<file path="config.mk">
export PLATFORM = sky130hd
export DESIGN_NAME = eag_top
export DESIGN_NICKNAME = d
export VERILOG_FILES = /design/src/hdl/eag_pkg.sv /design/src/hdl/eag_top.sv
export VERILOG_INCLUDE_DIRS = /design/src /design/src/hdl
export SDC_FILE = /design/constraint.sdc
export NUM_CORES = 1
export LEC_CHECK = 0
export ABC_AREA = 1
export ABC_CLOCK_PERIOD_IN_PS = 2000
export BUFFER_PORTS_ARGS = -buffer_cell sky130_fd_sc_hd__buf_2
export CAP_MARGIN = 30
export CORE_MARGIN = 2
export CORE_UTILIZATION = 56
export CTS_CLUSTER_SIZE = 24
export DETAILED_ROUTE_END_ITERATION = 8
export PLACE_DENSITY = 0.83
export SKIP_LAST_GASP = 1
export SLEW_MARGIN = 20
export SYNTH_ARGS = -nofsm -noshare
export SYNTH_HDL_FRONTEND = slang
export SYNTH_SLANG_ARGS = --single-unit
export TNS_END_PERCENT = 10
</file>
<file path="constraint.sdc">
create_clock -name ref_clk_i -period 2 [get_ports ref_clk_i]
set_clock_uncertainty 0.05 [all_clocks]
set_input_delay 0.1 -clock ref_clk_i [delete_from_list [all_inputs] [get_ports ref_clk_i]]
set_output_delay 0.1 -clock ref_clk_i [all_outputs]
set_load 0.01 [all_outputs]
</file>
<file path="src/hdl/eag_defs.svh">
// Constants for the effective address generator
`ifndef EAG_DEFS_SVH
`define EAG_DEFS_SVH
`define EAG_AW       32
`define EAG_CW       16
`define EAG_RW       5
`define EAG_SEG_BIT  31
`define EAG_SS_OFF   16
`define EAG_LS_OFF   24
`define EAG_D8       8
`define EAG_D12      12
`define EAG_D16      16
`define EAG_ZERO32   32'h0000_0000
`define EAG_ZERO16   16'h0000
`define EAG_REG_ZERO 5'h00
`define EAG_LO16     32'h0000_FFFF
`define EAG_LO8      32'h0000_00FF
`endif

</file>
<file path="src/hdl/eag_pkg.sv">
// Types for the effective address generator
package eag_pkg;
   typedef enum logic [1:0] {
      EAG_COMPACT, EAG_SEGMENTED, EAG_LINEAR
   } eag_repr_e;
   typedef enum logic [2:0] {
      EAG_REGISTER_MODE, EAG_IMMEDIATE_MODE,
      EAG_INDIRECT_REGISTER_MODE, EAG_CALC_MODE, EAG_IO_MODE
   } eag_opmode_e;
   typedef enum logic [1:0] {
      EAG_NORMAL, EAG_CALL_RELATIVE, EAG_DECREMENT_BRANCH_NONZERO
   } eag_op_e;
   typedef enum logic [1:0] {
      EAG_BASE_REG, EAG_BASE_PC, EAG_BASE_INSTR
   } eag_base_e;
   typedef enum logic [1:0] {
      EAG_DLEN_8, EAG_DLEN_12, EAG_DLEN_16, EAG_DLEN_32
   } eag_dlen_e;
   typedef enum logic [1:0] {
      EAG_SPACE_NONE, EAG_SPACE_DATA, EAG_SPACE_INSTR, EAG_SPACE_IO
   } eag_space_e;
   typedef enum logic [1:0] {
      EAG_BYTE, EAG_WORD, EAG_LONG, EAG_QUAD
   } eag_rsize_e;
endpackage

</file>
<file path="src/hdl/eag_top.sv">
// Effective address generator, one registered stage
`timescale 1ns/1ps
`include "eag_defs.svh"
// Notes on behaviour
// - Short displacements sign-extend; decrement-branch zero-extends
// - Compact mode forbids index plus displacement
// - Call-relative and decrement-branch subtract displacement
// - Compact addresses wrap in 16 bits
// - Register zero never indirect, calculation base or index
// - Word index sign-extends to 32 bits
// - Bit 31 picks small or large segment
// - Segment size and number come from base
// - Offsets wrap in 16 or 24 bits
// - Base plus optional index plus optional displacement
// - Linear addresses wrap in 32 bits
// - Immediate operand read from instruction space
// - Indirect uses register; opcode picks data/IO
// - Register operand selected at opcode size
// - Translate logical addresses only when enabled
// - I/O port address used without arithmetic
// - Compact base from register, PC or instruction
module eag_top (
   input  wire logic                 ref_clk_i,
   input  wire logic                 rst_n_i,
   input  wire logic                 req_i,
   input  eag_pkg::eag_repr_e        repr_i,
   input  eag_pkg::eag_opmode_e      opmode_i,
   input  eag_pkg::eag_op_e          opclass_i,
   input  eag_pkg::eag_base_e        base_src_i,
   input  wire logic                 io_op_i,
   input  wire logic                 mmu_en_i,
   input  wire logic [`EAG_RW-1:0]   base_reg_i,
   input  wire logic [`EAG_AW-1:0]   base_val_i,
   input  wire logic [`EAG_AW-1:0]   pc_i,
   input  wire logic [`EAG_AW-1:0]   instr_addr_i,
   input  wire logic                 use_index_i,
   input  wire logic [`EAG_RW-1:0]   index_reg_i,
   input  wire logic                 index_long_i,
   input  wire logic [`EAG_AW-1:0]   index_val_i,
   input  wire logic                 use_disp_i,
   input  wire logic [`EAG_AW-1:0]   disp_i,
   input  eag_pkg::eag_dlen_e        disp_len_i,
   input  eag_pkg::eag_rsize_e       reg_size_i,
   output logic                      valid_o,
   output logic [`EAG_AW-1:0]        ea_o,
   output eag_pkg::eag_space_e       space_o,
   output logic                      translate_o,
   output logic                      fault_o,
   output logic                      reg_op_o,
   output logic [`EAG_RW-1:0]        reg_num_o,
   output eag_pkg::eag_rsize_e       reg_size_o
);

   // ----------------------------------------------------------
   // Reset release
   // ----------------------------------------------------------
   logic rst_meta_q;
   logic rst_sync_n;

   always_ff @(posedge ref_clk_i or negedge rst_n_i) begin
      if (!rst_n_i) begin
         rst_meta_q <= 1'b0;
         rst_sync_n <= 1'b0;
      end else begin
         rst_meta_q <= 1'b1;
         rst_sync_n <= rst_meta_q;
      end
   end

   // ----------------------------------------------------------
   // Extension of short fields to full width
   // ----------------------------------------------------------
   function automatic logic [`EAG_AW-1:0] eag_ext(
      input logic [`EAG_AW-1:0] v,
      input eag_pkg::eag_dlen_e l,
      input logic               z);
      logic s8;
      logic s12;
      logic s16;
      s8  = ~z & v[`EAG_D8-1];
      s12 = ~z & v[`EAG_D12-1];
      s16 = ~z & v[`EAG_D16-1];
      case (l)
         eag_pkg::EAG_DLEN_8:
            eag_ext = {{(`EAG_AW-`EAG_D8){s8}}, v[`EAG_D8-1:0]};
         eag_pkg::EAG_DLEN_12:
            eag_ext = {{(`EAG_AW-`EAG_D12){s12}}, v[`EAG_D12-1:0]};
         eag_pkg::EAG_DLEN_16:
            eag_ext = {{(`EAG_AW-`EAG_D16){s16}}, v[`EAG_D16-1:0]};
         default:
            eag_ext = v;
      endcase
   endfunction

   // ----------------------------------------------------------
   // Operand decode
   // ----------------------------------------------------------
   wire is_cmp  = (repr_i == eag_pkg::EAG_COMPACT);
   wire is_seg  = (repr_i == eag_pkg::EAG_SEGMENTED);
   wire is_calc = (opmode_i == eag_pkg::EAG_CALC_MODE);
   wire is_ind  = (opmode_i == eag_pkg::EAG_INDIRECT_REGISTER_MODE);
   wire is_decrement_branch_nonzero = (opclass_i == eag_pkg::EAG_DECREMENT_BRANCH_NONZERO);
   wire do_sub  = is_decrement_branch_nonzero
                | (opclass_i == eag_pkg::EAG_CALL_RELATIVE);

   // Base source for calculation and port addresses
   wire [`EAG_AW-1:0] base_sel =
      (base_src_i == eag_pkg::EAG_BASE_PC)    ? pc_i :
      (base_src_i == eag_pkg::EAG_BASE_INSTR) ? instr_addr_i :
      base_val_i;
   wire [`EAG_CW-1:0] base16 = base_sel[`EAG_CW-1:0];

   // Extended terms, absent ones are zero
   wire [`EAG_AW-1:0] disp_x =
      eag_ext(disp_i, disp_len_i, is_decrement_branch_nonzero);
   wire [`EAG_AW-1:0] disp_t = use_disp_i ? disp_x : `EAG_ZERO32;
   wire [`EAG_AW-1:0] idx_w  =
      eag_ext(index_val_i, eag_pkg::EAG_DLEN_16, 1'b0);
   wire [`EAG_AW-1:0] idx_t  =
      !use_index_i ? `EAG_ZERO32 :
      index_long_i ? index_val_i : idx_w;

   // ----------------------------------------------------------
   // Address arithmetic
   // ----------------------------------------------------------
   // Compact: one term only, index takes precedence
   wire [`EAG_CW-1:0] c_term =
      use_index_i ? index_val_i[`EAG_CW-1:0] :
      disp_t[`EAG_CW-1:0];
   wire c_sub = do_sub & ~use_index_i & use_disp_i;
   wire [`EAG_CW-1:0] c_ea =
      c_sub ? base16 - c_term : base16 + c_term;

   // Full-width sum, carry dropped
   wire [`EAG_AW-1:0] l_add = base_sel + idx_t;
   wire [`EAG_AW-1:0] l_ea  =
      do_sub ? l_add - disp_t : l_add + disp_t;

   // Segmented: only the offset field takes the sum
   wire seg_large = base_sel[`EAG_SEG_BIT];
   wire [`EAG_AW-1:0] s_ea = seg_large ?
      {base_sel[`EAG_AW-1:`EAG_LS_OFF], l_ea[`EAG_LS_OFF-1:0]} :
      {base_sel[`EAG_AW-1:`EAG_SS_OFF],
       l_ea[`EAG_SS_OFF-1:0]};

   wire [`EAG_AW-1:0] calc_ea =
      is_cmp ? {`EAG_ZERO16, c_ea} :
      is_seg ? s_ea : l_ea;

   wire [`EAG_AW-1:0] ind_ea =
      is_cmp ? {`EAG_ZERO16, base_val_i[`EAG_CW-1:0]} :
      base_val_i;
   wire [`EAG_AW-1:0] imm_ea =
      is_cmp ? {`EAG_ZERO16, pc_i[`EAG_CW-1:0]} : pc_i;
   wire [`EAG_AW-1:0] io_ea = {`EAG_ZERO16, base16};

   wire [`EAG_AW-1:0] ea_d =
      (opmode_i == eag_pkg::EAG_IMMEDIATE_MODE) ? imm_ea :
      is_ind  ? ind_ea :
      is_calc ? calc_ea :
      (opmode_i == eag_pkg::EAG_IO_MODE) ? io_ea :
      `EAG_ZERO32;

   // ----------------------------------------------------------
   // Target space and faults
   // ----------------------------------------------------------
   wire eag_pkg::eag_space_e space_d =
      (opmode_i == eag_pkg::EAG_IMMEDIATE_MODE) ?
         eag_pkg::EAG_SPACE_INSTR :
      is_ind ? (io_op_i ? eag_pkg::EAG_SPACE_IO
                        : eag_pkg::EAG_SPACE_DATA) :
      is_calc ? ((base_src_i == eag_pkg::EAG_BASE_PC) ?
                 eag_pkg::EAG_SPACE_INSTR :
                 eag_pkg::EAG_SPACE_DATA) :
      (opmode_i == eag_pkg::EAG_IO_MODE) ?
         eag_pkg::EAG_SPACE_IO :
      eag_pkg::EAG_SPACE_NONE;

   wire base_is_reg = is_ind
      | (is_calc & (base_src_i == eag_pkg::EAG_BASE_REG));
   wire zero_fault =
      (base_is_reg & (base_reg_i == `EAG_REG_ZERO))
    | (is_calc & use_index_i &
       (index_reg_i == `EAG_REG_ZERO));
   wire both_fault =
      is_calc & is_cmp & use_index_i & use_disp_i;
   wire xlate_d = mmu_en_i
      & (space_d != eag_pkg::EAG_SPACE_NONE);
   wire reg_d = (opmode_i == eag_pkg::EAG_REGISTER_MODE);

   // ----------------------------------------------------------
   // Output stage
   // ----------------------------------------------------------
   logic                  valid_q;
   logic [`EAG_AW-1:0]    ea_q;
   eag_pkg::eag_space_e   space_q;
   logic                  xlate_q;
   logic                  fault_q;
   logic                  reg_q;
   logic [`EAG_RW-1:0]    rnum_q;
   eag_pkg::eag_rsize_e   rsize_q;

   always_ff @(posedge ref_clk_i or negedge rst_sync_n) begin
      if (!rst_sync_n) begin
         valid_q <= 1'b0;
      end else begin
         valid_q <= req_i;
      end
   end

   always_ff @(posedge ref_clk_i or negedge rst_sync_n) begin
      if (!rst_sync_n) begin
         ea_q    <= `EAG_ZERO32;
         space_q <= eag_pkg::EAG_SPACE_NONE;
         xlate_q <= 1'b0;
         fault_q <= 1'b0;
         reg_q   <= 1'b0;
         rnum_q  <= `EAG_REG_ZERO;
         rsize_q <= eag_pkg::EAG_BYTE;
      end else if (req_i) begin
         ea_q    <= ea_d;
         space_q <= space_d;
         xlate_q <= xlate_d;
         fault_q <= zero_fault | both_fault;
         reg_q   <= reg_d;
         rnum_q  <= base_reg_i;
         rsize_q <= reg_size_i;
      end
   end

   assign valid_o     = valid_q;
   assign ea_o        = ea_q;
   assign space_o     = space_q;
   assign translate_o = xlate_q;
   assign fault_o     = fault_q;
   assign reg_op_o    = reg_q;
   assign reg_num_o   = rnum_q;
   assign reg_size_o  = rsize_q;

   // ----------------------------------------------------------
   // Assertions
   // ----------------------------------------------------------
   wire [`EAG_AW-1:0] chk_sx = {{(`EAG_AW-`EAG_D8){disp_i[`EAG_D8-1]}},
                                disp_i[`EAG_D8-1:0]};
   wire [`EAG_AW-1:0] chk_ix = {{(`EAG_AW-`EAG_CW){index_val_i[`EAG_CW-1]}},
                                index_val_i[`EAG_CW-1:0]};
   wire lin_rq = req_i & is_calc & (repr_i == eag_pkg::EAG_LINEAR);
endmodule // eag_top
</file>
==> key figures, run 1 <==
Die
  – IO Pins: 236
  – Die height: 134 um
  – Die W: 134 um
  – Starting Density: 57.2%
  – Cell Rows: 47

Logic synthesis
  – Count of cell types in the netlist: 62
  – Async set or reset register ratio after synthesis: 100%
  – Synth area leader: nand2_1
  – Avg Synthesized Cell Area: 5.74 um2
  – Yosys warnings: 0
  – Synth Cell Area: between 0.009 and 0.01 mm2
  – Area contributors post-synth: nand2_1, dfrtp_1, ha_1
  – Syn Nets: 1911
  – Number of synthesized flops with an enable pin: 0
  – Top cell type's share of synthesized area: 17.6%
  – Post-synthesis register bit count: 47
  – Dominant synthesized flop cell: dfrtp_1
  – Syn Inst Count: 1654
  – Seq/Total Area, Yosys: about 12%

Clock tree
  – Max H-tree Level: 2
  – CTS max path bufs: 2
  – Total clock sinks: 47
  – Root Driver: clkbuf_16
  – CTS buffer count: 5

Status
  – Last step reached: 5_1_grt
  – Stop err: [ERROR GRT-0232] Routing congestion too high. Check the congestion heatmap in the GUI.
  – Status: aborted with a tool error

Timing
  – Worst ep type: sequential cell input
  – Worst_ep grt: ea_o[26]$_DFFE_PN0P_/D

Global routing
  – Total Routing Usage GR: 72.0%
  – Pin count of the biggest net entering global routing: 46
  – Total grt overflow: 127

Placed design
  – IO buf count: 235
  – Placed instance area: roughly 0.014 mm2
  – HPWL Detailed: approximately 33 mm
  – Final GP Congestion: 1.01
-- stage by stage --
step | TNS, ns | worst slack [ns] | cells | utilization (%)
detailed placement | -64.80 | -2.67 | 2479 | 84.6
CTS | -50.71 | -2.04 | 2503 | 88.5
floorplan | -44.24 | -1.95 | 1654 | -
global placement | -59.63 | -2.31 | 2478 | 84.6
-- logic make-up after synthesis --
kind of cell / Yosys count / synth area share [%]
flops: 47 / 12.4
compound gates: 368 / 22.4
other cells: 1 / 0.0395
simple gates: 814 / 37.0
buf+inv: 276 / 11.7
fa+ha+maj: 66 / 8.78
xor+xnor: 82 / 7.73
-- synthesized netlist by cell type, types with 4 or more instances --
cell and count:
a21o_1 4, a21oi_1 144, a21oi_2 4, a221oi_1 6, a31oi_1 11, buf_1 6
buf_2 4, buf_4 6, buf_6 4, clkbuf_1 24, clkinv_1 5, dfrtp_1 47
ha_1 65, inv_1 204, inv_2 20, nand2_1 446, nand2_2 26, nand2_4 9
nand3_1 96, nand3b_1 5, nand4_1 20, nor2_1 168, nor2_2 5, nor3_1 12
o211ai_1 18, o21a_1 4, o21ai_0 92, o21ai_1 22, o21ai_2 4, o21bai_1 7
o221ai_1 6, o22ai_1 27, or2_2 11, xnor2_1 24, xor2_1 56
-- repair_timing --
item / 4_1_cts
setup buffers: 7
endpoints found under the setup margin: 32
pin swaps: 14
endpoints found under the hold margin: 8
hold buffers: 7
gates cloned: 2
gates resized for setup: 61
-- per-layer routing --
metal / GRT overflow / global-route usage [%]
met5: 0 / 13.3
met2: 70 / 93.9
met3: 2 / 52.5
met1: 1 / 69.5
met4: 54 / 76.0
==> run 2: changes to the inputs <==
--- a/config.mk
+++ b/config.mk
@@ -11,10 +11,9 @@
 export BUFFER_PORTS_ARGS = -buffer_cell sky130_fd_sc_hd__buf_2
 export CAP_MARGIN = 30
 export CORE_MARGIN = 2
-export CORE_UTILIZATION = 56
-export CTS_CLUSTER_SIZE = 24
+export CORE_UTILIZATION = 40
 export DETAILED_ROUTE_END_ITERATION = 8
-export PLACE_DENSITY = 0.83
+export PLACE_DENSITY_LB_ADDON = 0.15
 export SKIP_LAST_GASP = 1
 export SLEW_MARGIN = 20
 export SYNTH_ARGS = -nofsm -noshare
==> key figures, run 2 <==
Die
  – Die W: 158 um (+18%)
  – Die height: 158 um (+18%)
  – IO Pins: 236 (unchanged)
  – Die Area: 0.0250 mm2
  – Starting Density: 40.6% (-17 points)
  – Cell Rows: 56 (+19%)
  – Core ar.: approximately 0.023 mm2

Final layout
  – Post-route insts no fill: 2633
  – Leading cell type in the layout, fill and taps excluded: buf_4
  – Largest register FFs: 32
  – Area growth from synthesis to layout: 60.3%
  – Most frequent cells in the layout: buf_4, nand2_1, buf_2
  – # diodes: 0
  – Layout cells sized above 1: between 30 and 40%
  – Final net count: 2570

Logic synthesis
  – Largest family of logic cells by synthesized area: simple AND/OR/NAND/NOR gates
  – Syn Inst Count: 1654 (unchanged)
  – Number of synthesized flops with an enable pin: 0 (unchanged)
  – Count of cell types in the netlist: 62 (unchanged)
  – Dominant synthesized flop cell: dfrtp_1
  – Synth area leader: nand2_1
  – Compound-Gate Fraction of Synth Area: 22.4% (unchanged)
  – Post-synth top cells: nand2_1, inv_1, nor2_1, a21oi_1, nand3_1
  – Synth Cell Area: 0.00949 mm2 (unchanged)
  – Multiplexer fraction of the synthesized cell area: 0% (unchanged)
  – Xor and xnor area share after synthesis: 7.73% (unchanged)
  – Seq/Total Area, Yosys: 12.4% (unchanged)
  – Avg Synthesized Cell Area: 5.74 um2 (unchanged)
  – Area share of and/or/nand/nor cells after synthesis: 37.0% (unchanged)
  – Post-synthesis register bit count: 47 (unchanged)
  – Yosys warnings: 0 (unchanged)
  – Area contributors post-synth: nand2_1, dfrtp_1, ha_1
  – Async set or reset register ratio after synthesis: 100% (unchanged)
  – Most frequent cell after synthesis: nand2_1
  – Top cell type's share of synthesized area: 17.6% (unchanged)
  – Syn Nets: 1911 (unchanged)
  – Adder-cell share of the synthesized area: 8.78% (unchanged)

Worst setup path
  – Bufs and invs on worst path: 11
  – Worst path required time: around 2.1 ns
  – WS Path Type: in2reg
  – Slowest-stage cell, CP: ha_1
  – Max Fanout on Critical Path: 5
  – Largest stage delay, worst path: approximately 0.30 ns
  – Top delay family on crit path: simple AND/OR/NAND/NOR gates
  – CP dominant cell by count: nand2_1
  – Critical Path End Type: flip-flop
  – CP startpoint kind: input pin
  – Arrival @ worst endpoint: 4.25 ns

Timing
  – Slew HR: 63.5%
  – Slew Viols, Final: 0
  – Worst setup margin: -2.11 ns
  – Fmax: approximately 240 MHz
  – Setup Total Neg Slack: -50.65 ns
  – Period utilization: 206%
  – Actual slew at the worst max-slew pin: 0.548 ns
  – Min Clock Period, post-route: 4.11 ns
  – RSZ-0062 raised after global routing: yes
  – Endpoints failing setup: 31
  – Final Hold Viols: 0

Detailed routing
  – Drt total wl: just under 40 mm
  – Avg WL per Cell: 14.9 um
  – Residual DRC: 0
  – ANT nets after route: 0
  – Drt pass-1 iters: 7
  – Routed via count: between 10000 and 15000
  – DRT iter0 DRCs: 931
  – Via-to-Cell Ratio: 5.03

Global routing
  – Total Routing Usage GR: between 30 and 40%
  – Pin count of the biggest net entering global routing: 38
  – First-pass GRT wire length: 60.4 mm
  – Gr busiest metal: met2
  – Met1 Resource Use GR: 35.4%
  – Grt met2 use: 57.2%
  – Vias in the first global route: 12700
  – Total grt overflow: 0
  – Initial antenna violation count: 0
  – Met3 GRT Util: 2.68%

Status
  – Failing checks: negative setup slack
  – Status: complete, but fails checks

Pwr
  – Pwr Density: 672 mW/mm2
  – Pleak: 8.48 nW
  – Max VDD drop: ~0.38 mV

Placed design
  – Final GP Congestion: 1.02 (+0.57%)
  – IO buf count: 235 (unchanged)
  – Pre-CTS setup slack: -2.62 ns (+0.0555 ns)
  – Placed cells: 2590 (+4.5%)
  – HPWL Detailed: 33.1 mm (+1.3%)

Clock tree
  – Max H-tree Level: 2 (unchanged)
  – Clock transition at path regs: about 0.07 ns
  – Total clock sinks: 47 (unchanged)
  – CTS max path bufs: 2 (unchanged)
  – TritonCTS clock tree: yes
  – Root Driver: clkbuf_16
  – CTS buffer count: 5 (unchanged)
  – Worst skew pair latency: around 0.29 ns

Worst hold path
  – Worst min-delay path class: in2reg

Job
  – Maxcap violations: 0
-- run 2: cell counts after synthesis --
Identical to the previous run, type by type.
-- run 2: timing repair --
action	CTS	global route
endpoints found under the hold margin	9	0
setup buffers	14	12
setup endpoints to repair	32	32
pin swaps	35	53
gates cloned	1	0
hold buffers	8	0
gates resized for setup	52	79
-- run 2: through the flow --
| step | power [mW] | instance area [um2] | hold slack (ns) | util (%) |
|---|---|---|---|---|
| 2_1_floorplan | 5.08 | 9610 | -0.246 | - |
| 3_3_place_gp | 8.33 | 14200 | -0.164 | 60.7 |
| 3_5_place_dp | 8.38 | 14200 | -0.158 | 60.7 |
| 4_1_cts | 9.75 | 14800 | 0.00884 | 63.3 |
| 5_1_grt | 11.1 | 15200 | 0.0221 | 65.0 |
| 6_report | 10.2 | 15200 | 0.0123 | 65.0 |
-- run 2: logic make-up after synthesis --
family                   Yosys count
AND/OR/NAND/NOR                  814
buffers and inverters            276
XOR/XNOR                          82
adder cells (fa/ha/maj)           66
AO/OA/AOI/OAI                    368
other                              1
flip-flops                        47
-- run 2: area by class of cell --
cell class / instances / area, um2
fill: 2323 / 8190
multi-input combinational: 1332 / 7760
timing repair buffer: 696 / 4780
sequential: 47 / 1180
inverter: 231 / 898
tap: 319 / 399
clock buffer: 6 / 129
clock inverter: 2 / 60.1
-- run 2: per-layer routing --
layer | up-vias | share of wire, %
li1 | 6761 | -
met1 | 6050 | 41
met2 | 353 | 51
met3 | 77 | 3.7
met4 | 0 | 4.1
met5 | - | 0
-- run 2: power breakdown --
part	switching (mW)	internal [mW]	total, mW
sequential	0.0711	1.06	1.13
clock	0.385	0.718	1.10
combinational	4.18	3.80	7.98
-- run 2: path summary, 6_finish.rpt --
check,start,endpoint,slack (ns),cells after the start
hold / removal,opmode_i[0],reg_op_o,0.01,2
min in group asynchronous,rst_n_i,rst_sync_n,0.07,2
max in group asynchronous,rst_sync_n,ea_o[27],1.09,1
hold reg to reg,rst_sync_n,reg_op_o,0.21,0
setup / recovery,base_src_i[0],ea_o[31],-2.11,36
setup reg to reg,ea_o[31],ea_o[31],1.07,3
Note: power is estimated with default switching activity, not from simulation.
==> run 3: changes to the inputs <==
--- a/config.mk
+++ b/config.mk
@@ -7,13 +7,15 @@
 export NUM_CORES = 1
 export LEC_CHECK = 0
 export ABC_AREA = 1
-export ABC_CLOCK_PERIOD_IN_PS = 2000
+export ABC_CLOCK_PERIOD_IN_PS = 4300
 export BUFFER_PORTS_ARGS = -buffer_cell sky130_fd_sc_hd__buf_2
 export CAP_MARGIN = 30
 export CORE_MARGIN = 2
 export CORE_UTILIZATION = 40
 export DETAILED_ROUTE_END_ITERATION = 8
+export GPL_ROUTABILITY_DRIVEN = 1
 export PLACE_DENSITY_LB_ADDON = 0.15
+export REMOVE_ABC_BUFFERS = 1
 export SKIP_LAST_GASP = 1
 export SLEW_MARGIN = 20
 export SYNTH_ARGS = -nofsm -noshare
==> constraint.sdc (replaced) <==
create_clock -name ref_clk_i -period 4.3 [get_ports ref_clk_i]
set_clock_uncertainty 0.05 [all_clocks]
set_input_delay 0.215 -clock ref_clk_i [delete_from_list [all_inputs] [get_ports ref_clk_i]]
set_output_delay 0.215 -clock ref_clk_i [all_outputs]
set_load 0.01 [all_outputs]
==> key figures, run 3 (synthesis gave the netlist of run 2 again) <==
Worst hold path
  – Worst min-delay path class: in2reg
  – Hold Crit Start: reg_size_i[0]
  – Hold Path Stages: 3 (+1)
  – Min-Delay Endpoint: reg_size_o[0]

Die
  – Starting Density: 40.6% (unchanged)
  – Cell Rows: 56 (unchanged)
  – Die height: 158 um (unchanged)
  – Die Area: 0.0250 mm2 (unchanged)
  – Die W: 158 um (unchanged)
  – Core ar.: 0.0234 mm2 (unchanged)
  – IO Pins: 236 (unchanged)

Clock tree
  – Total clock sinks: 47 (unchanged)
  – Clock transition at path regs: 0.08 ns (about the same)
  – Max H-tree Level: 2 (unchanged)
  – TritonCTS clock tree: yes
  – CTS max path bufs: 2 (unchanged)
  – Worst skew pair latency: 0.30 ns (about the same)
  – Root Driver: clkbuf_16
  – CTS buffer count: 5 (unchanged)

Global routing
  – Vias in the first global route: 12000 (-5.1%)
  – Total grt overflow: 0 (unchanged)
  – First-pass GRT wire length: 64.1 mm (+6.2%)
  – Pin count of the biggest net entering global routing: 44 (+16%)
  – Total Routing Usage GR: 33.1% (+2.7 points)
  – Initial antenna violation count: 0 (unchanged)

Detailed routing
  – Via-to-Cell Ratio: 5.21 (+3.6%)
  – Avg WL per Cell: 17.2 um (+15%)
  – Drt pass-1 iters: 5 (-2)
  – Drt total wl: 42.6 mm (+8.8%)
  – Residual DRC: 0 (unchanged)
  – ANT nets after route: 0 (unchanged)
  – Routed via count: 12900 (-2.4%)
  – DRT iter0 DRCs: 1156 (+24%)

Final layout
  – FILL cells: 2437 (+4.9%)
  – Register area: 0.00118 mm2 (unchanged)
  – Leading cell type in the layout, fill and taps excluded: nand2_1
  – Layout cells sized above 1: 34.0% (-4.5 points)
  – Largest register FFs: 32 (unchanged)
  – Final net count: 2418 (-5.9%)
  – # diodes: 0 (unchanged)
  – Most frequent cells in the layout: nand2_1, buf_4, buf_2
  – Footprint of the multi-input gates: 0.00769 mm2 (-1.0%)
  – Area growth from synthesis to layout: 46.7%
  – Post-route insts no fill: 2481 (-5.8%)

Worst setup path
  – Critical Path End Type: flip-flop
  – Reg2Reg Setup Slack: 3.39 ns (+2.32 ns)
  – Cells on worst reg2reg path: 3 (unchanged)
  – Max Fanout on Critical Path: 7 (+2)
  – WS Path Type: in2reg
  – RR Endpoint: ea_o[31]
  – CP startpoint kind: input pin
  – Worst path required time: 4.45 ns (+2.31 ns)
  – Largest stage delay, worst path: 0.30 ns (about the same)
  – CP dominant cell by count: nand2_1
  – Slowest-stage cell, CP: ha_1
  – Bufs and invs on worst path: 6 (-5)
  – Arrival @ worst endpoint: 4.45 ns (+0.20 ns)
  – R2r startpoint: ea_o[31]
  – Top delay family on crit path: simple AND/OR/NAND/NOR gates

Pwr
  – Net switching power figure: 2.28 mW (-51%)
  – Pwr Density: 341 mW/mm2 (-49%)
  – Seq pwr share: 11.1% (about the same)
  – Cell Int Power: 2.47 mW (-56%)
  – Max VDD drop: 0.261 mV (-31%)
  – Clk pwr share: 11.2% (+0.4 points)
  – Pleak: 7.73 nW (-8.9%)
  – Combinational fraction of design power: 77.6% (-0.5 points)
  – Sw frac: 47.9% (+2.5 points)

Timing
  – RSZ-0062 raised after global routing: yes
  – Final Hold Viols: 0 (unchanged)
  – Slew HR: 49.2% (-14 points)
  – Period utilization: 100%
  – Actual slew at the worst max-slew pin: 0.759 ns (+0.210 ns)
  – Setup Total Neg Slack: -0.00335 ns (+50.64 ns)
  – Min Clock Period, post-route: 4.30 ns
  – Slew Viols, Final: 0 (unchanged)
  – Fmax: 232 MHz
  – Worst setup margin: -0.00335 ns (+2.11 ns)
  – Endpoints failing setup: 1 (-97%)

Placed design
  – Final GP Congestion: 0.956 (-5.9%)
  – HPWL Detailed: 35.4 mm (+7.2%)
  – Placed cells: 2455 (-5.2%)
  – IO buf count: 235 (unchanged)

Job
  – Maxcap violations: 0 (unchanged)

Status
  – Failing checks: negative setup slack
  – Status: complete, but fails checks
-- run 3: changes by cell type in the layout (fill, tap and decap cells not counted), moves of 5 or more --
cell | previous run | this run
o21ai_0 | 74 | 80
buf_12 | 7 | 2
a21oi_2 | 27 | 22
o21ai_1 | 35 | 27
a21oi_1 | 120 | 126
buf_4 | 441 | 300
dlygate4sd3_1 | 8 | 1
-- run 3: area by class of cell --
type	instances	area share, %
Tap cell	319	2.87
Multi-Input combinational cell	1331	55.2
Inverter	231	6.34
Clock inverter	3	0.512
Sequential cell	47	8.46
Timing Repair Buffer	545	25.7
Clock buffer	5	0.899
-- run 3: power by group through the flow --
| stage | combinational (mW) | clock, mW | sequential (mW) |
|---|---|---|---|
| after floorplan | 1.74 | 0 | 0.559 |
| after global placement | 3.26 | 0 | 0.539 |
| after detailed placement | 3.27 | 0 | 0.535 |
| after CTS | 3.32 | 0.545 | 0.528 |
| after global routing | 4.01 | 0.553 | 0.535 |
| final | 3.69 | 0.533 | 0.528 |
-- run 3: worst min-delay path, stage by stage --
cell     delay [ns]
buf_2          0.07
nand2_1        0.04
nand2_1        0.05
-- run 3: repair_timing --
action	4_1_cts	5_1_grt
pin swaps	1	60
endpoints found under the hold margin	2	0
gates resized for setup	11	126
hold buffers	1	0
buffers inserted	0	17
cloned	0	0
setup endpoints to repair	15	20
-- run 3: how the worst max path moves through the flow --
| stage | startpoint | to | slack (ns) | depth (start not counted) |
|---|---|---|---|---|
| floorplan | base_src_i[0] | ea_o[30] | -0.21 | 32 |
| global placement | base_src_i[1] | ea_o[31] | -0.47 | 31 |
| detailed placement | base_src_i[1] | ea_o[30] | -0.53 | 35 |
| CTS | base_src_i[0] | ea_o[23] | -0.10 | 34 |
| global route | base_src_i[0] | ea_o[30] | -0.25 | 34 |
| finish | base_src_i[0] | ea_o[30] | -0.003 | 34 |
-- run 3: routing by layer --
layer,global-route usage (%),wire length [um]
met2,51.4,18300
met1,49.4,20300
met5,0,0
met3,4.57,3540
met4,4.76,485
-- run 3: stage by stage --
stage | power [mW] | utilization [%] | area, um2 | hold WS, ns | worst slack, ns
6_report | 4.75 | 59.5 | 13900 | 0.0681 | -0.00335
2_1_floorplan | 2.30 | - | 9250 | -0.131 | -0.213
5_1_grt | 5.10 | 59.5 | 13900 | 0.0811 | -0.251
3_5_place_dp | 3.81 | 55.8 | 13100 | -0.0481 | -0.531
4_1_cts | 4.40 | 56.8 | 13300 | 0.0607 | -0.100
3_3_place_gp | 3.80 | 55.7 | 13000 | -0.0475 | -0.468
==> run 4: changes to the inputs <==
--- a/config.mk
+++ b/config.mk
@@ -15,7 +15,9 @@
 export DETAILED_ROUTE_END_ITERATION = 8
 export GPL_ROUTABILITY_DRIVEN = 1
 export PLACE_DENSITY_LB_ADDON = 0.15
+export RECOVER_POWER = 50
 export REMOVE_ABC_BUFFERS = 1
+export SETUP_SLACK_MARGIN = 0.15
 export SKIP_LAST_GASP = 1
 export SLEW_MARGIN = 20
 export SYNTH_ARGS = -nofsm -noshare
==> key figures, run 4 (synthesis gave the netlist of run 2 again) <==
Global routing
  – Total grt overflow: 0 (unchanged)
  – Total Routing Usage GR: 33.6% (+0.50 points)
  – Vias in the first global route: 12200 (+1.6%)
  – Pin count of the biggest net entering global routing: 44 (unchanged)
  – Initial antenna violation count: 1 (+1)
  – First-pass GRT wire length: 65.1 mm (+1.5%)

Final layout
  – Layout cells sized above 1: 33.2% (-0.88 points)
  – Leading cell type in the layout, fill and taps excluded: nand2_1
  – Final net count: 2424 (+0.25%)
  – Area growth from synthesis to layout: 46.5%
  – Most frequent cells in the layout: nand2_1, buf_4, buf_2
  – Final Cell Area: 0.0139 mm2 (-0.14%)
  – Largest register FFs: 32 (unchanged)

Job
  – Maxcap violations: 1 (+1)

Die
  – Die W: 158 um (unchanged)
  – IO Pins: 236 (unchanged)
  – Die Area: 0.0250 mm2 (unchanged)
  – Core ar.: 0.0234 mm2 (unchanged)
  – Starting Density: 40.6% (unchanged)
  – Die height: 158 um (unchanged)
  – Cell Rows: 56 (unchanged)

Clock tree
  – Max H-tree Level: 2 (unchanged)
  – Clock transition at path regs: 0.08 ns (about the same)
  – CTS max path bufs: 2 (unchanged)
  – CTS buffer count: 5 (unchanged)
  – Worst skew pair latency: 0.30 ns (about the same)
  – Root Driver: clkbuf_16
  – TritonCTS clock tree: yes
  – Total clock sinks: 47 (unchanged)

Status
  – Failing checks: max-capacitance violations, negative setup slack
  – Status: complete, but fails checks

Worst setup path
  – CP startpoint: base_src_i[1]
  – Max Fanout on Critical Path: 4 (-3)
  – Arrival @ worst endpoint: 4.50 ns (+0.05 ns)
  – Slowest-stage cell, CP: ha_1
  – WS Path Type: in2reg
  – R2r startpoint: rst_sync_n
  – Worst path required time: 4.50 ns (+0.05 ns)
  – Critical Path End Type: flip-flop
  – CP startpoint kind: input pin
  – Largest stage delay, worst path: 0.38 ns (+0.08 ns)

Pwr
  – Seq pwr share: 11.3% (+0.2 points)
  – Combinational fraction of design power: 77.4% (-0.2 points)
  – Cell Int Power: 2.45 mW (-0.90%)
  – Clk pwr share: 11.3% (about the same)
  – Net switching power figure: 2.24 mW (-1.5%)
  – Sw frac: 47.8% (-0.14 points)
  – Pwr Density: 338 mW/mm2 (-1.0%)
  – Max VDD drop: 0.260 mV (-0.38%)
  – Pleak: 7.73 nW (about the same)

Detailed routing
  – DRT iter0 DRCs: 1275 (+10%)
  – Avg WL per Cell: 17.1 um (-0.43%)
  – Via-to-Cell Ratio: 5.23 (+0.40%)
  – Drt pass-1 iters: 5 (unchanged)
  – Routed via count: 13000 (+0.72%)
  – ANT nets after route: 0 (unchanged)
  – Residual DRC: 0 (unchanged)
  – Drt total wl: 42.6 mm (-0.11%)

Timing
  – Final Hold Viols: 0 (unchanged)
  – Worst setup margin: -0.00381 ns (-0.000451 ns)
  – Slew Viols, Final: 0 (unchanged)
  – Actual slew at the worst max-slew pin: 1.49 ns (+0.734 ns)
  – Min Clock Period, post-route: 4.30 ns (+0.000451 ns)
  – Period utilization: 100% (about the same)
  – Endpoints failing setup: 1 (unchanged)
  – Fmax: 232 MHz (about the same)
  – Slew HR: 0.509% (-49 points)
  – RSZ-0062 raised after global routing: yes
  – Final hold slack: 0.0674 ns (-0.000724 ns)

Worst hold path
  – Worst min-delay path class: in2reg
  – Hold Crit Start: reg_size_i[0]

Placed design
  – Pre-CTS setup slack: -0.531 ns (unchanged)
  – HPWL Detailed: 35.4 mm (unchanged)
  – Final GP Congestion: 0.956 (unchanged)
  – IO buf count: 235 (unchanged)
  – Placed instance area: 0.0131 mm2 (unchanged)
==> run 4: worst paths after layout <==
check,cells after the start,slack [ns],endpoint
min in group asynchronous,2,0.18,rst_meta_q
worst min-delay path,3,0.07,reg_size_o[0]
worst max-delay path,36,-0.004,ea_o[28]
worst min register to register,0,0.31,rst_sync_n
max in group asynchronous,1,1.96,ea_o[9]
worst max register to register,1,1.96,ea_o[9]
==> run 4: metrics by stage <==
step | setup TNS [ns] | instances | power, mW | utilization (%)
final | -0.00381 | 2489 | 4.69 | 59.4
after global routing | -2.99 | 2487 | 5.05 | 59.4
after CTS | 0 | 2481 | 4.51 | 58.2
after global placement | -4.72 | 2453 | 3.80 | 55.7
after detailed placement | -7.37 | 2455 | 3.81 | 55.8
after floorplan | -1.30 | 1609 | 2.30 | -
==> run 4: power by group through the flow <==
| stage | registers, mW | logic, mW | clock network (mW) |
|---|---|---|---|
| 2_1_floorplan | 0.559 | 1.74 | 0 |
| 3_3_place_gp | 0.539 | 3.26 | 0 |
| 3_5_place_dp | 0.535 | 3.27 | 0 |
| 4_1_cts | 0.528 | 3.44 | 0.545 |
| 5_1_grt | 0.535 | 3.96 | 0.553 |
| 6_report | 0.528 | 3.63 | 0.532 |
==> run 4: cell type report <==
| cell class | count | area, um2 |
|---|---|---|
| Antenna cell | 2 | 5.00 |
| Clock buffer | 5 | 125 |
| Clock inverter | 3 | 71.3 |
| Fill cell | 2436 | 9500 |
| Inverter | 231 | 890 |
| Multi-Input combinational cell | 1331 | 7630 |
| Sequential cell | 47 | 1180 |
| Tap cell | 319 | 399 |
| Timing Repair Buffer | 551 | 3600 |
==> run 4: timing repair <==
item / 4_1_cts / 5_1_grt
setup endpoints to repair: 17 / 20
endpoints found under the hold margin: 2 / 0
buffers inserted: 17 / 6
resized for setup: 64 / 62
hold buffers: 1 / 0
pin swaps: 37 / 23
==> run 4: layer usage <==
metal | share of wire, % | vias to the layer above | global-route usage [%] | routed length (um)
li1 | - | 6469 | - | -
met1 | 48 | 5959 | 49.6 | 20300
met2 | 43 | 546 | 52.6 | 18200
met3 | 8.4 | 37 | 4.74 | 3580
met4 | 1.1 | 2 | 5.32 | 469
met5 | 0.019 | - | 0 | 8
==> run 4: critical path: cells and delay by family <==
family / cells / cell delay (ns)
compound gates: 8 / 1.00
xor+xnor: 1 / 0.17
fa+ha+maj: 2 / 0.58
buf+inv: 6 / 0.68
simple gates: 19 / 1.87
